<file path="config.mk">
export PLATFORM = sky130hd
export DESIGN_NAME = dmw_walk_ctrl
export DESIGN_NICKNAME = d
export VERILOG_FILES = /design/src/common/dmw_pkg.sv /design/src/verilog/dmw_walk_ctrl.sv
export SDC_FILE = /design/constraint.sdc
export NUM_CORES = 1
export LEC_CHECK = 0
export BUFFER_PORTS_ARGS = -buffer_cell sky130_fd_sc_hd__buf_2
export CAP_MARGIN = 20
export CORE_MARGIN = 3
export CORE_UTILIZATION = 45
export CTS_CLUSTER_DIAMETER = 80
export DETAILED_ROUTE_END_ITERATION = 10
export SLEW_MARGIN = 10
export SYNTH_ARGS = -nofsm -noshare
export SYNTH_HDL_FRONTEND = slang
export SYNTH_SLANG_ARGS = --single-unit
</file>
<file path="constraint.sdc">
create_clock -name clk -period 9.3 [get_ports clk]
set_clock_uncertainty 0.15 [all_clocks]
set_input_delay 1.86 -clock clk [delete_from_list [all_inputs] [get_ports clk]]
set_output_delay 1.86 -clock clk [all_outputs]
set_load 0.01 [all_outputs]
</file>
<file path="src/common/dmw_pkg.sv">
// constants, field layouts and carrier types for the table walk control block
// assumes one 250 MHz clock shared by host port, dsp port and walker memory port
package dmw_pkg;
    localparam int VA_W = 24;
    localparam int TAG_W = 14;
    localparam int OFS_W = 10;
    localparam int PA_W = 32;
    localparam int PPAGE_W = 22;
    localparam int BASE_W = 25;
    localparam int BASE_LSB = 7;
    localparam int HALF_W = 16;

    localparam logic [31:0] ADDR_PRELOAD = 32'hfffed200;
    localparam logic [31:0] ADDR_WALK_ST = 32'hfffed204;
    localparam logic [31:0] ADDR_CONTROL = 32'hfffed208;
    localparam logic [31:0] ADDR_FAULT_H = 32'hfffed20c;
    localparam logic [31:0] ADDR_FAULT_L = 32'hfffed210;
    localparam logic [31:0] ADDR_CAUSE = 32'hfffed214;
    localparam logic [31:0] ADDR_ACK = 32'hfffed218;
    localparam logic [31:0] ADDR_TB_H = 32'hfffed21c;
    localparam logic [31:0] ADDR_TB_L = 32'hfffed220;
    localparam logic [31:0] ADDR_LOCK = 32'hfffed224;
    localparam logic [31:0] ADDR_ACCESS = 32'hfffed228;
    localparam logic [31:0] ADDR_TAG_H = 32'hfffed22c;
    localparam logic [31:0] ADDR_TAG_L = 32'hfffed230;
    localparam logic [31:0] ADDR_XL_H = 32'hfffed234;
    localparam logic [31:0] ADDR_XL_L = 32'hfffed238;
    localparam logic [31:0] ADDR_FLUSH_ALL = 32'hfffed23c;
    localparam logic [31:0] ADDR_FLUSH_ONE = 32'hfffed240;
    localparam logic [31:0] ADDR_RB_TAG_H = 32'hfffed244;
    localparam logic [31:0] ADDR_RB_TAG_L = 32'hfffed248;
    localparam logic [31:0] ADDR_RB_XL_H = 32'hfffed24c;
    localparam logic [31:0] ADDR_RB_XL_L = 32'hfffed250;
    localparam logic [31:0] ADDR_IDLE = 32'hfffed254;
    localparam logic [15:0] DSP_IO_PRELOAD = 16'h4400;

    localparam int WS_PENDING_BIT = 0;
    localparam int WS_ACTIVE_BIT = 1;
    localparam int CTL_RESET_BIT = 0;
    localparam int CTL_XLATE_BIT = 1;
    localparam int CTL_WALK_BIT = 2;
    localparam int CTL_W = 3;
    localparam int LOCK_VICT_LSB = 4;
    localparam int LOCK_BASE_LSB = 10;
    localparam int ACC_WRITE_BIT = 0;
    localparam int ACC_READ_BIT = 1;
    localparam int FLUSH_GO_BIT = 0;
    localparam int PERM_RD_BIT = 0;
    localparam int PERM_WR_BIT = 1;
    localparam int PERM_W = 2;
    localparam int XL_L_PPAGE_LSB = 10;
    localparam int PPAGE_LO_W = 6;
    localparam int IDLE_W = 2;
    localparam int CAUSE_W = 3;
    localparam logic [CAUSE_W-1:0] FC_MISS = 3'h1;
    localparam logic [CAUSE_W-1:0] FC_PERM = 3'h2;
    localparam logic [CAUSE_W-1:0] FC_TABLE = 3'h4;

    typedef struct packed {
        logic valid;
        logic [TAG_W-1:0] tag;
        logic [PPAGE_W-1:0] ppage;
        logic [PERM_W-1:0] perm;
    } dmw_entry_type;

    typedef struct packed {
        logic sel;
        logic we;
        logic [31:0] addr;
        logic [31:0] wdata;
    } dmw_host_req_type;

    typedef struct packed {
        logic req;
        logic write;
        logic [VA_W-1:0] vaddr;
    } dmw_lookup_type;
endpackage : dmw_pkg

</file>
<file path="src/verilog/dmw_walk_ctrl.sv">
// translation unit with tlb, hardware table walker, preload and host registers
// assumes host, dsp i/o and walker memory ports are logic on the same clock
module dmw_walk_ctrl #(
    parameter int ENTRIES = 8
) (
    input wire logic clk,
    input wire logic srst,
    input wire dmw_pkg::dmw_host_req_type host_req,
    output logic [31:0] host_rdata,
    input wire logic dsp_io_we,
    input wire logic [15:0] dsp_io_addr,
    input wire logic [31:0] dsp_io_wdata,
    input wire dmw_pkg::dmw_lookup_type lk,
    output logic lk_done,
    output logic [dmw_pkg::PA_W-1:0] lk_paddr,
    output logic wk_req,
    output logic [31:0] wk_addr,
    input wire logic wk_ack,
    input wire logic [31:0] wk_rdata,
    output logic fault_irq
);
    import dmw_pkg::*;

    localparam int PW = (ENTRIES > 1) ? $clog2(ENTRIES) : 1;
    localparam logic [PW-1:0] LAST_IDX = PW'(ENTRIES - 1);
    localparam int PAD_W = PA_W - VA_W;

    typedef enum logic [1:0] {ST_IDLE, ST_WALK, ST_FAULT} dmw_state_type;

    function automatic logic is_wr(input dmw_host_req_type r, input logic [31:0] a);
        return r.sel && r.we && (r.addr == a);
    endfunction : is_wr

    dmw_state_type st_r, st_nxt;
    logic [CTL_W-1:0] ctrl_r;
    logic [BASE_W-1:0] tb_r;
    logic [PW-1:0] base_ptr_r;
    logic [PW-1:0] victim_r, victim_nxt;
    dmw_entry_type stage_r;
    dmw_entry_type rb_r;
    dmw_entry_type tlb_r [ENTRIES];
    logic [VA_W-1:0] fault_va_r;
    logic [CAUSE_W-1:0] fault_cause_r, cause_nxt;
    logic [IDLE_W-1:0] idle_r;
    logic [TAG_W-1:0] preload_tag_r;
    logic pending_r, pending_nxt;
    logic src_pre_r, src_pre_nxt;
    logic [TAG_W-1:0] wtag_r, wtag_nxt;
    logic lk_done_r, done_nxt;
    logic [PA_W-1:0] lk_paddr_r, paddr_nxt;
    logic wk_req_r;
    logic [31:0] wk_addr_r;
    logic fault_irq_r;
    logic [31:0] host_rdata_r, rd_mux;
    logic fault_set, fill_en, pre_done;
    logic [ENTRIES-1:0] hit_vec, valid_vec, keep_vec;
    logic hit_any;
    dmw_entry_type hit_ent;

    // soft reset: reset release bit low holds everything but control and host read data at default
    wire unit_rst = srst || !ctrl_r[CTL_RESET_BIT];
    wire xlate_on = ctrl_r[CTL_XLATE_BIT];
    wire walk_on = ctrl_r[CTL_WALK_BIT];
    wire host_rd = host_req.sel && !host_req.we;
    wire dsp_pre_wr = dsp_io_we && (dsp_io_addr == DSP_IO_PRELOAD) && !unit_rst;
    wire ack_wr = is_wr(host_req, ADDR_ACK) && !unit_rst;
    wire cfg_ok = !unit_rst && !walk_on;
    wire tb_h_wr = is_wr(host_req, ADDR_TB_H) && cfg_ok;
    wire tb_l_wr = is_wr(host_req, ADDR_TB_L) && cfg_ok;
    wire lock_wr = is_wr(host_req, ADDR_LOCK) && cfg_ok;
    wire acc_wr = is_wr(host_req, ADDR_ACCESS) && cfg_ok;
    wire man_wr = acc_wr && host_req.wdata[ACC_WRITE_BIT];
    wire man_rd = acc_wr && host_req.wdata[ACC_READ_BIT];
    wire stg_ok = !unit_rst;
    wire flush_all_wr = is_wr(host_req, ADDR_FLUSH_ALL) && stg_ok
        && host_req.wdata[FLUSH_GO_BIT];
    wire flush_one_wr = is_wr(host_req, ADDR_FLUSH_ONE) && stg_ok
        && host_req.wdata[FLUSH_GO_BIT];
    wire accept = lk.req && !lk_done_r;
    wire [TAG_W-1:0] lk_tag = lk.vaddr[VA_W-1 -: TAG_W];
    wire perm_ok = lk.write ? hit_ent.perm[PERM_WR_BIT] : hit_ent.perm[PERM_RD_BIT];
    wire [PERM_W-1:0] desc_perm = wk_rdata[PERM_W-1:0];
    wire [31:0] tb_addr = {tb_r, {BASE_LSB{1'b0}}};
    wire [31:0] walk_addr_nxt = tb_addr + {16'h0, wtag_nxt, 2'h0};
    wire [PW-1:0] victim_adv = (victim_r == LAST_IDX) ? base_ptr_r : victim_r + 1'b1;

    dmw_entry_type fill_ent;
    assign fill_ent.valid = 1'b1;
    assign fill_ent.tag = wtag_r;
    assign fill_ent.ppage = wk_rdata[31 -: PPAGE_W];
    assign fill_ent.perm = desc_perm;

    // per-entry storage, lookup compare and flush handling
    for (genvar i = 0; i < ENTRIES; i++) begin : g_ent
        assign hit_vec[i] = tlb_r[i].valid && (tlb_r[i].tag == lk_tag);
        assign valid_vec[i] = tlb_r[i].valid;
        assign keep_vec[i] = PW'(i) >= base_ptr_r;
        always_ff @(posedge clk) begin
            if (unit_rst) begin
                tlb_r[i] <= '0;
            end else if (fill_en && victim_r == PW'(i)) begin
                tlb_r[i] <= fill_ent;
            end else if (man_wr && victim_r == PW'(i)) begin
                tlb_r[i] <= stage_r;
            end else if (flush_all_wr && keep_vec[i]) begin
                tlb_r[i].valid <= 1'b0;
            end else if (flush_one_wr && victim_r == PW'(i)) begin
                tlb_r[i].valid <= 1'b0;
            end
        end
    end

    always_comb begin
        hit_any = 1'b0;
        hit_ent = '0;
        for (int i = 0; i < ENTRIES; i++) begin
            if (hit_vec[i]) begin
                hit_any = 1'b1;
                hit_ent = tlb_r[i];
            end
        end
    end

    // lookup and walker sequencing
    always_comb begin
        st_nxt = st_r;
        src_pre_nxt = src_pre_r;
        wtag_nxt = wtag_r;
        done_nxt = 1'b0;
        paddr_nxt = lk_paddr_r;
        fault_set = 1'b0;
        cause_nxt = fault_cause_r;
        fill_en = 1'b0;
        pre_done = 1'b0;
        case (st_r)
            ST_IDLE: begin
                if (pending_r && walk_on) begin
                    st_nxt = ST_WALK;
                    src_pre_nxt = 1'b1;
                    wtag_nxt = preload_tag_r;
                end else if (accept) begin
                    if (!xlate_on) begin
                        done_nxt = 1'b1;
                        paddr_nxt = {{PAD_W{1'b0}}, lk.vaddr};
                    end else if (hit_any && perm_ok) begin
                        done_nxt = 1'b1;
                        paddr_nxt = {hit_ent.ppage, lk.vaddr[OFS_W-1:0]};
                    end else if (hit_any) begin
                        fault_set = 1'b1;
                        cause_nxt = FC_PERM;
                    end else if (walk_on) begin
                        st_nxt = ST_WALK;
                        src_pre_nxt = 1'b0;
                        wtag_nxt = lk_tag;
                    end else begin
                        fault_set = 1'b1;
                        cause_nxt = FC_MISS;
                    end
                end
            end
            ST_WALK: begin
                if (wk_ack) begin
                    st_nxt = ST_IDLE;
                    pre_done = src_pre_r;
                    if (desc_perm != '0) begin
                        fill_en = 1'b1;
                    end else if (!src_pre_r) begin
                        fault_set = 1'b1;
                        cause_nxt = FC_TABLE;
                    end
                end
            end
            ST_FAULT: begin
                if (ack_wr) begin
                    st_nxt = ST_IDLE;
                end
            end
            default: begin
                st_nxt = ST_IDLE;
            end
        endcase
        if (fault_set) begin
            st_nxt = ST_FAULT;
        end
    end

    // a new preload write wins over completion of the previous one
    assign pending_nxt = dsp_pre_wr ? 1'b1 : (pre_done ? 1'b0 : pending_r);

    always_comb begin
        victim_nxt = victim_r;
        if (lock_wr) begin
            victim_nxt = host_req.wdata[LOCK_VICT_LSB +: PW];
        end else if (fill_en) begin
            victim_nxt = victim_adv;
        end
    end

    always_ff @(posedge clk) begin
        if (srst) begin
            ctrl_r <= '0;
        end else if (is_wr(host_req, ADDR_CONTROL)) begin
            ctrl_r <= host_req.wdata[CTL_RESET_BIT] ? host_req.wdata[CTL_W-1:0] : '0;
        end
    end

    always_ff @(posedge clk) begin
        if (unit_rst) begin
            st_r <= ST_IDLE;
            src_pre_r <= 1'b0;
            wtag_r <= '0;
            lk_done_r <= 1'b0;
            lk_paddr_r <= '0;
            wk_req_r <= 1'b0;
            wk_addr_r <= '0;
            fault_irq_r <= 1'b0;
            pending_r <= 1'b0;
            victim_r <= '0;
        end else begin
            st_r <= st_nxt;
            src_pre_r <= src_pre_nxt;
            wtag_r <= wtag_nxt;
            lk_done_r <= done_nxt;
            lk_paddr_r <= paddr_nxt;
            wk_req_r <= (st_nxt == ST_WALK);
            fault_irq_r <= (st_nxt == ST_FAULT);
            pending_r <= pending_nxt;
            victim_r <= victim_nxt;
            if (st_r != ST_WALK && st_nxt == ST_WALK) begin
                wk_addr_r <= walk_addr_nxt;
            end
        end
    end

    always_ff @(posedge clk) begin
        if (unit_rst) begin
            fault_va_r <= '0;
            fault_cause_r <= '0;
            preload_tag_r <= '0;
        end else begin
            if (fault_set) begin
                fault_va_r <= lk.vaddr;
                fault_cause_r <= cause_nxt;
            end
            if (dsp_pre_wr) begin
                preload_tag_r <= dsp_io_wdata[TAG_W-1:0];
            end
        end
    end

    // host configuration and staging registers
    always_ff @(posedge clk) begin
        if (unit_rst) begin
            tb_r <= '0;
            base_ptr_r <= '0;
            stage_r <= '0;
            rb_r <= '0;
            idle_r <= '0;
        end else begin
            if (tb_h_wr) begin
                tb_r[BASE_W-1 -: HALF_W] <= host_req.wdata[HALF_W-1:0];
            end
            if (tb_l_wr) begin
                tb_r[BASE_W-HALF_W-1:0] <= host_req.wdata[HALF_W-1:BASE_LSB];
            end
            if (lock_wr) begin
                base_ptr_r <= host_req.wdata[LOCK_BASE_LSB +: PW];
            end
            if (is_wr(host_req, ADDR_TAG_H)) begin
                stage_r.tag <= host_req.wdata[TAG_W-1:0];
            end
            if (is_wr(host_req, ADDR_TAG_L)) begin
                stage_r.valid <= host_req.wdata[0];
            end
            if (is_wr(host_req, ADDR_XL_H)) begin
                stage_r.ppage[PPAGE_W-1 -: HALF_W] <= host_req.wdata[HALF_W-1:0];
            end
            if (is_wr(host_req, ADDR_XL_L)) begin
                stage_r.ppage[PPAGE_LO_W-1:0] <= host_req.wdata[XL_L_PPAGE_LSB +: PPAGE_LO_W];
                stage_r.perm <= host_req.wdata[PERM_W-1:0];
            end
            if (man_rd) begin
                rb_r <= tlb_r[victim_r];
            end
            if (is_wr(host_req, ADDR_IDLE)) begin
                idle_r <= host_req.wdata[IDLE_W-1:0];
            end
        end
    end

    // host read decode; unmapped and write-only locations read zero
    always_comb begin
        rd_mux = '0;
        if (host_req.addr == ADDR_PRELOAD) begin
            rd_mux[TAG_W-1:0] = preload_tag_r;
        end else if (host_req.addr == ADDR_WALK_ST) begin
            rd_mux[WS_PENDING_BIT] = pending_r;
            rd_mux[WS_ACTIVE_BIT] = (st_r == ST_WALK) && !src_pre_r;
        end else if (host_req.addr == ADDR_CONTROL) begin
            rd_mux[CTL_W-1:0] = ctrl_r;
        end else if (host_req.addr == ADDR_FAULT_H) begin
            rd_mux[VA_W-HALF_W-1:0] = fault_va_r[VA_W-1:HALF_W];
        end else if (host_req.addr == ADDR_FAULT_L) begin
            rd_mux[HALF_W-1:0] = fault_va_r[HALF_W-1:0];
        end else if (host_req.addr == ADDR_CAUSE) begin
            rd_mux[CAUSE_W-1:0] = fault_cause_r;
        end else if (host_req.addr == ADDR_TB_H) begin
            rd_mux[HALF_W-1:0] = tb_r[BASE_W-1 -: HALF_W];
        end else if (host_req.addr == ADDR_TB_L) begin
            rd_mux[HALF_W-1:BASE_LSB] = tb_r[BASE_W-HALF_W-1:0];
        end else if (host_req.addr == ADDR_LOCK) begin
            rd_mux[LOCK_BASE_LSB +: PW] = base_ptr_r;
            rd_mux[LOCK_VICT_LSB +: PW] = victim_r;
        end else if (host_req.addr == ADDR_TAG_H) begin
            rd_mux[TAG_W-1:0] = stage_r.tag;
        end else if (host_req.addr == ADDR_TAG_L) begin
            rd_mux[0] = stage_r.valid;
        end else if (host_req.addr == ADDR_XL_H) begin
            rd_mux[HALF_W-1:0] = stage_r.ppage[PPAGE_W-1 -: HALF_W];
        end else if (host_req.addr == ADDR_XL_L) begin
            rd_mux[XL_L_PPAGE_LSB +: PPAGE_LO_W] = stage_r.ppage[PPAGE_LO_W-1:0];
            rd_mux[PERM_W-1:0] = stage_r.perm;
        end else if (host_req.addr == ADDR_RB_TAG_H) begin
            rd_mux[TAG_W-1:0] = rb_r.tag;
        end else if (host_req.addr == ADDR_RB_TAG_L) begin
            rd_mux[0] = rb_r.valid;
        end else if (host_req.addr == ADDR_RB_XL_H) begin
            rd_mux[HALF_W-1:0] = rb_r.ppage[PPAGE_W-1 -: HALF_W];
        end else if (host_req.addr == ADDR_RB_XL_L) begin
            rd_mux[XL_L_PPAGE_LSB +: PPAGE_LO_W] = rb_r.ppage[PPAGE_LO_W-1:0];
            rd_mux[PERM_W-1:0] = rb_r.perm;
        end else if (host_req.addr == ADDR_IDLE) begin
            rd_mux[IDLE_W-1:0] = idle_r;
        end
    end

    always_ff @(posedge clk) begin
        if (srst) begin
            host_rdata_r <= '0;
        end else if (host_rd) begin
            host_rdata_r <= rd_mux;
        end
    end

    assign host_rdata = host_rdata_r;
    assign lk_done = lk_done_r;
    assign lk_paddr = lk_paddr_r;
    assign wk_req = wk_req_r;
    assign wk_addr = wk_addr_r;
    assign fault_irq = fault_irq_r;
endmodule : dmw_walk_ctrl

</file>
==> metrics <==
Multi-input gate area=0.0146 mm^2; Int Power=4.22 mW; Req. time, crit path=9.67 ns; Max Cap Viol=0; Post-synth ARST share=0%; vias in the first global route=about 26,000; Min Hold Slack=0.299 ns; Tcrit/Tclk final=78.4%; Port-buffer cells=214; Yosys warning count=0; Slew @ Worst Pin=1.13 ns; Core ar.=0.0662 mm^2; Setup Crit Path Kind=in -> reg; sequential-to-total area share from yosys stat=a little under half; Post-Syn Area=0.0303 mm^2; Period minus WS final=7.29 ns; CP arrival=7.66 ns; syn_area_per_cell=around 10 um^2; upper clock frequency limit=0.137 GHz; DP HPWL=88,300 um; Clk network pwr share=48.7%; GRT busiest layer=met2; Reg clk slew, reported paths=0.05 ns; Unique masters post-synth=85; die boundary width=265 um; clock buffer count from CTS=68; Starting DRT DRC Count=3,811; Via Count=26,600; Final Wtd Congestion=roughly 1; Hold Violations, Final=0; Setup violations, final=0; post-CTS sizing=0; average vias per placed instance=6.90; Max VDD drop=0.136 mV; Register Area=0.0145 mm^2; worst-path fanout max=24; # IOs=around 280; post-cts hold buffer count=0; clk buf depth=3; grt ovf=0; Nets=about 3,100; area leader, netlist=edfxtp_1; First-pass DRT Iterations=9; layout cells sized above 1=a little under a fifth; FILL cells=5,926; number of synthesized register bits=approximately 570; Clk Latency, worst-skew pair=approximately 0.63 ns; Seq pwr share=~48%; GR Util met2=54.6%; CP Capture Type=flip-flop; Setup Fix Bufs, Post-CTS=0; Startpoint Class=input pin; met1 Usage GRT=48.5%; final slew viol count=0; Final Instance Area=0.0341 mm^2; Syn Inst Count=2,889; unrepaired setup endpoints after global routing=no; # DRC=0; Slew headroom=24.7%; Setup TNS Final=0 ns; Leak Pwr=12.6 nW; floorplan row count=94; status=complete, no violations; PwrDens=about 160 mW/mm^2; Comb pwr share=3.3%; final core utilization=roughly half; CTS H-tree lvls=3; GRT Overall Usage=36.0%; NetSw=1.22 mW; Sw Share=~22%; Main synth FF type=edfxtp_1; wire per inst=33.8 um; die area=0.0705 mm^2; largest net degree at the start of global routing=92; Post-synth EDFFs=312; Root Buffer Master=clkbuf_16; worst hold path type=reg -> reg; top cells by area, synth=edfxtp_1, dfxtp_1, a22o_1; initial antenna violation count=3; detailed-route wire length=130,000 um; Placed Area=about 0.032 mm^2; met3 usage=8.90%; antenna violation net count after detailed routing=0; Reg2Reg Depth=21; die height=approximately 270 um; first-pass GRT wire length=183,000 um; Num Clock Sinks=about 570; Worst Hold Path Cells=2; Initial Utilization=around 46%; Area growth syn-to-layout=12.6%; Yosys top cell area share=between 30% and 40%; CTS tree=built; dpl cells=roughly 3,700; final non-filler cell total=3,853
-- registers in the layout, indices dropped and copies added (netlist names), 2 cells and up --
signal,cells
base_ptr_r,3
ctrl_r,3
fault_cause_r,3
fault_va_r,24
host_rdata,16
idle_r,2
lk_paddr,32
preload_tag_r,14
rb_r,39
st_r,2
stage_r,39
tb_r,25
tlb_r,312
victim_r,3
wk_addr,30
wtag_r,14
-- cell families (layout without fill, tap and decap cells) --
logic type	Yosys count	in the layout	synth area share (%)
and+or+nand+nor	830	830	12.9
muxes	182	182	9.24
DFF	566	566	47.7
other	1	23	0.0124
adders and majority gates	16	16	0.686
buffers and inverters	357	435	5.27
AOI/OAI and AO/OA	804	804	20.0
xor gates and xnor gates	133	133	4.17
-- through the flow --
stage | total power, mW | setup WS, ns
after floorplan | 2.76 | 2.24
after global placement | 2.84 | 1.61
after detailed placement | 2.84 | 1.52
after CTS | 5.44 | 2.14
after global routing | 5.55 | 1.75
final | 5.44 | 2.01
-- cells in the mapped netlist (31+ instances only) --
cell type	instances
o21ai_0	60
mux4_2	78
xnor2_1	110
nand3_1	72
nand2_1	295
edfxtp_1	312
a22o_1	313
a221oi_1	31
nor3_1	62
nand4_1	58
nor2_1	214
mux2i_1	104
dfxtp_1	254
a21oi_1	172
clkbuf_1	168
a211oi_1	66
buf_1	93
-- layer usage --
metal / vias to the layer above / share of wire, %
li1: 11100 / -
met1: 13200 / 39
met2: 1929 / 44
met3: 402 / 12
met4: 0 / 5.7
met5: - / 0
-- worst paths after layout --
path / end / slack [ns] / start
max: wk_addr[29]$_SDFFE_PN0P_ / 2.01 / lk[13]
min: wk_addr[9]$_SDFFE_PN0P_ / 0.30 / wk_addr[9]$_SDFFE_PN0P_
max reg2reg: wk_addr[29]$_SDFFE_PN0P_ / 3.18 / tlb_r[5][25]$_DFFE_PP_
min reg2reg: wk_addr[9]$_SDFFE_PN0P_ / 0.30 / wk_addr[9]$_SDFFE_PN0P_
-- cell type report --
cell class / instances / share of cell area (%)
clock inverter: 20 / 0.547
sequential: 566 / 42.4
antenna: 5 / 0.0367
tap: 864 / 3.17
clock buffer: 101 / 5.87
timing repair buffer: 286 / 4.84
multi-input combinational: 1983 / 42.8
inverter: 28 / 0.308
-- layout by cell type (no fill, tap or decap), types with 70 or more instances in the layout --
cell type  Yosys  layout
buf_4         19      70
a22o_1       313     313
buf_2         29     214
nor2_1       214     197
a21oi_1      172     172
mux4_2        78      78
nand2_1      295     295
mux2i_1      104     104
edfxtp_1     312     312
xnor2_1      110     110
dfxtp_1      254     252
clkbuf_16      0      71
nand3_1       72      72
-- critical path, stage by stage --
cell	delay, ns
buf_2	0.43
xnor2_1	0.28
nand4_1	0.24
or4_2	1.13
and4b_4	0.48
and3_1	0.30
nand2_1	0.24
o22ai_1	0.20
a21oi_1	0.20
ha_1	0.21
inv_1	0.07
fa_1	0.42
nor2b_1	0.14
o21ai_0	0.09
nand2b_1	0.09
nand2_1	0.11
a211o_1	0.28
o21ai_1	0.15
buf_4	0.19
nand3_1	0.10
xor2_1	0.16
a211oi_1	0.24
-- power by group through the flow --
stage	Combinational (mW)	Sequential [mW]	Clock [mW]
finish	0.178	2.61	2.65
global route	0.185	2.61	2.76
CTS	0.173	2.61	2.66
detailed placement	0.173	2.67	0
global placement	0.172	2.67	0
floorplan	0.0969	2.67	0
Note: power is estimated with default switching activity, not from simulation.
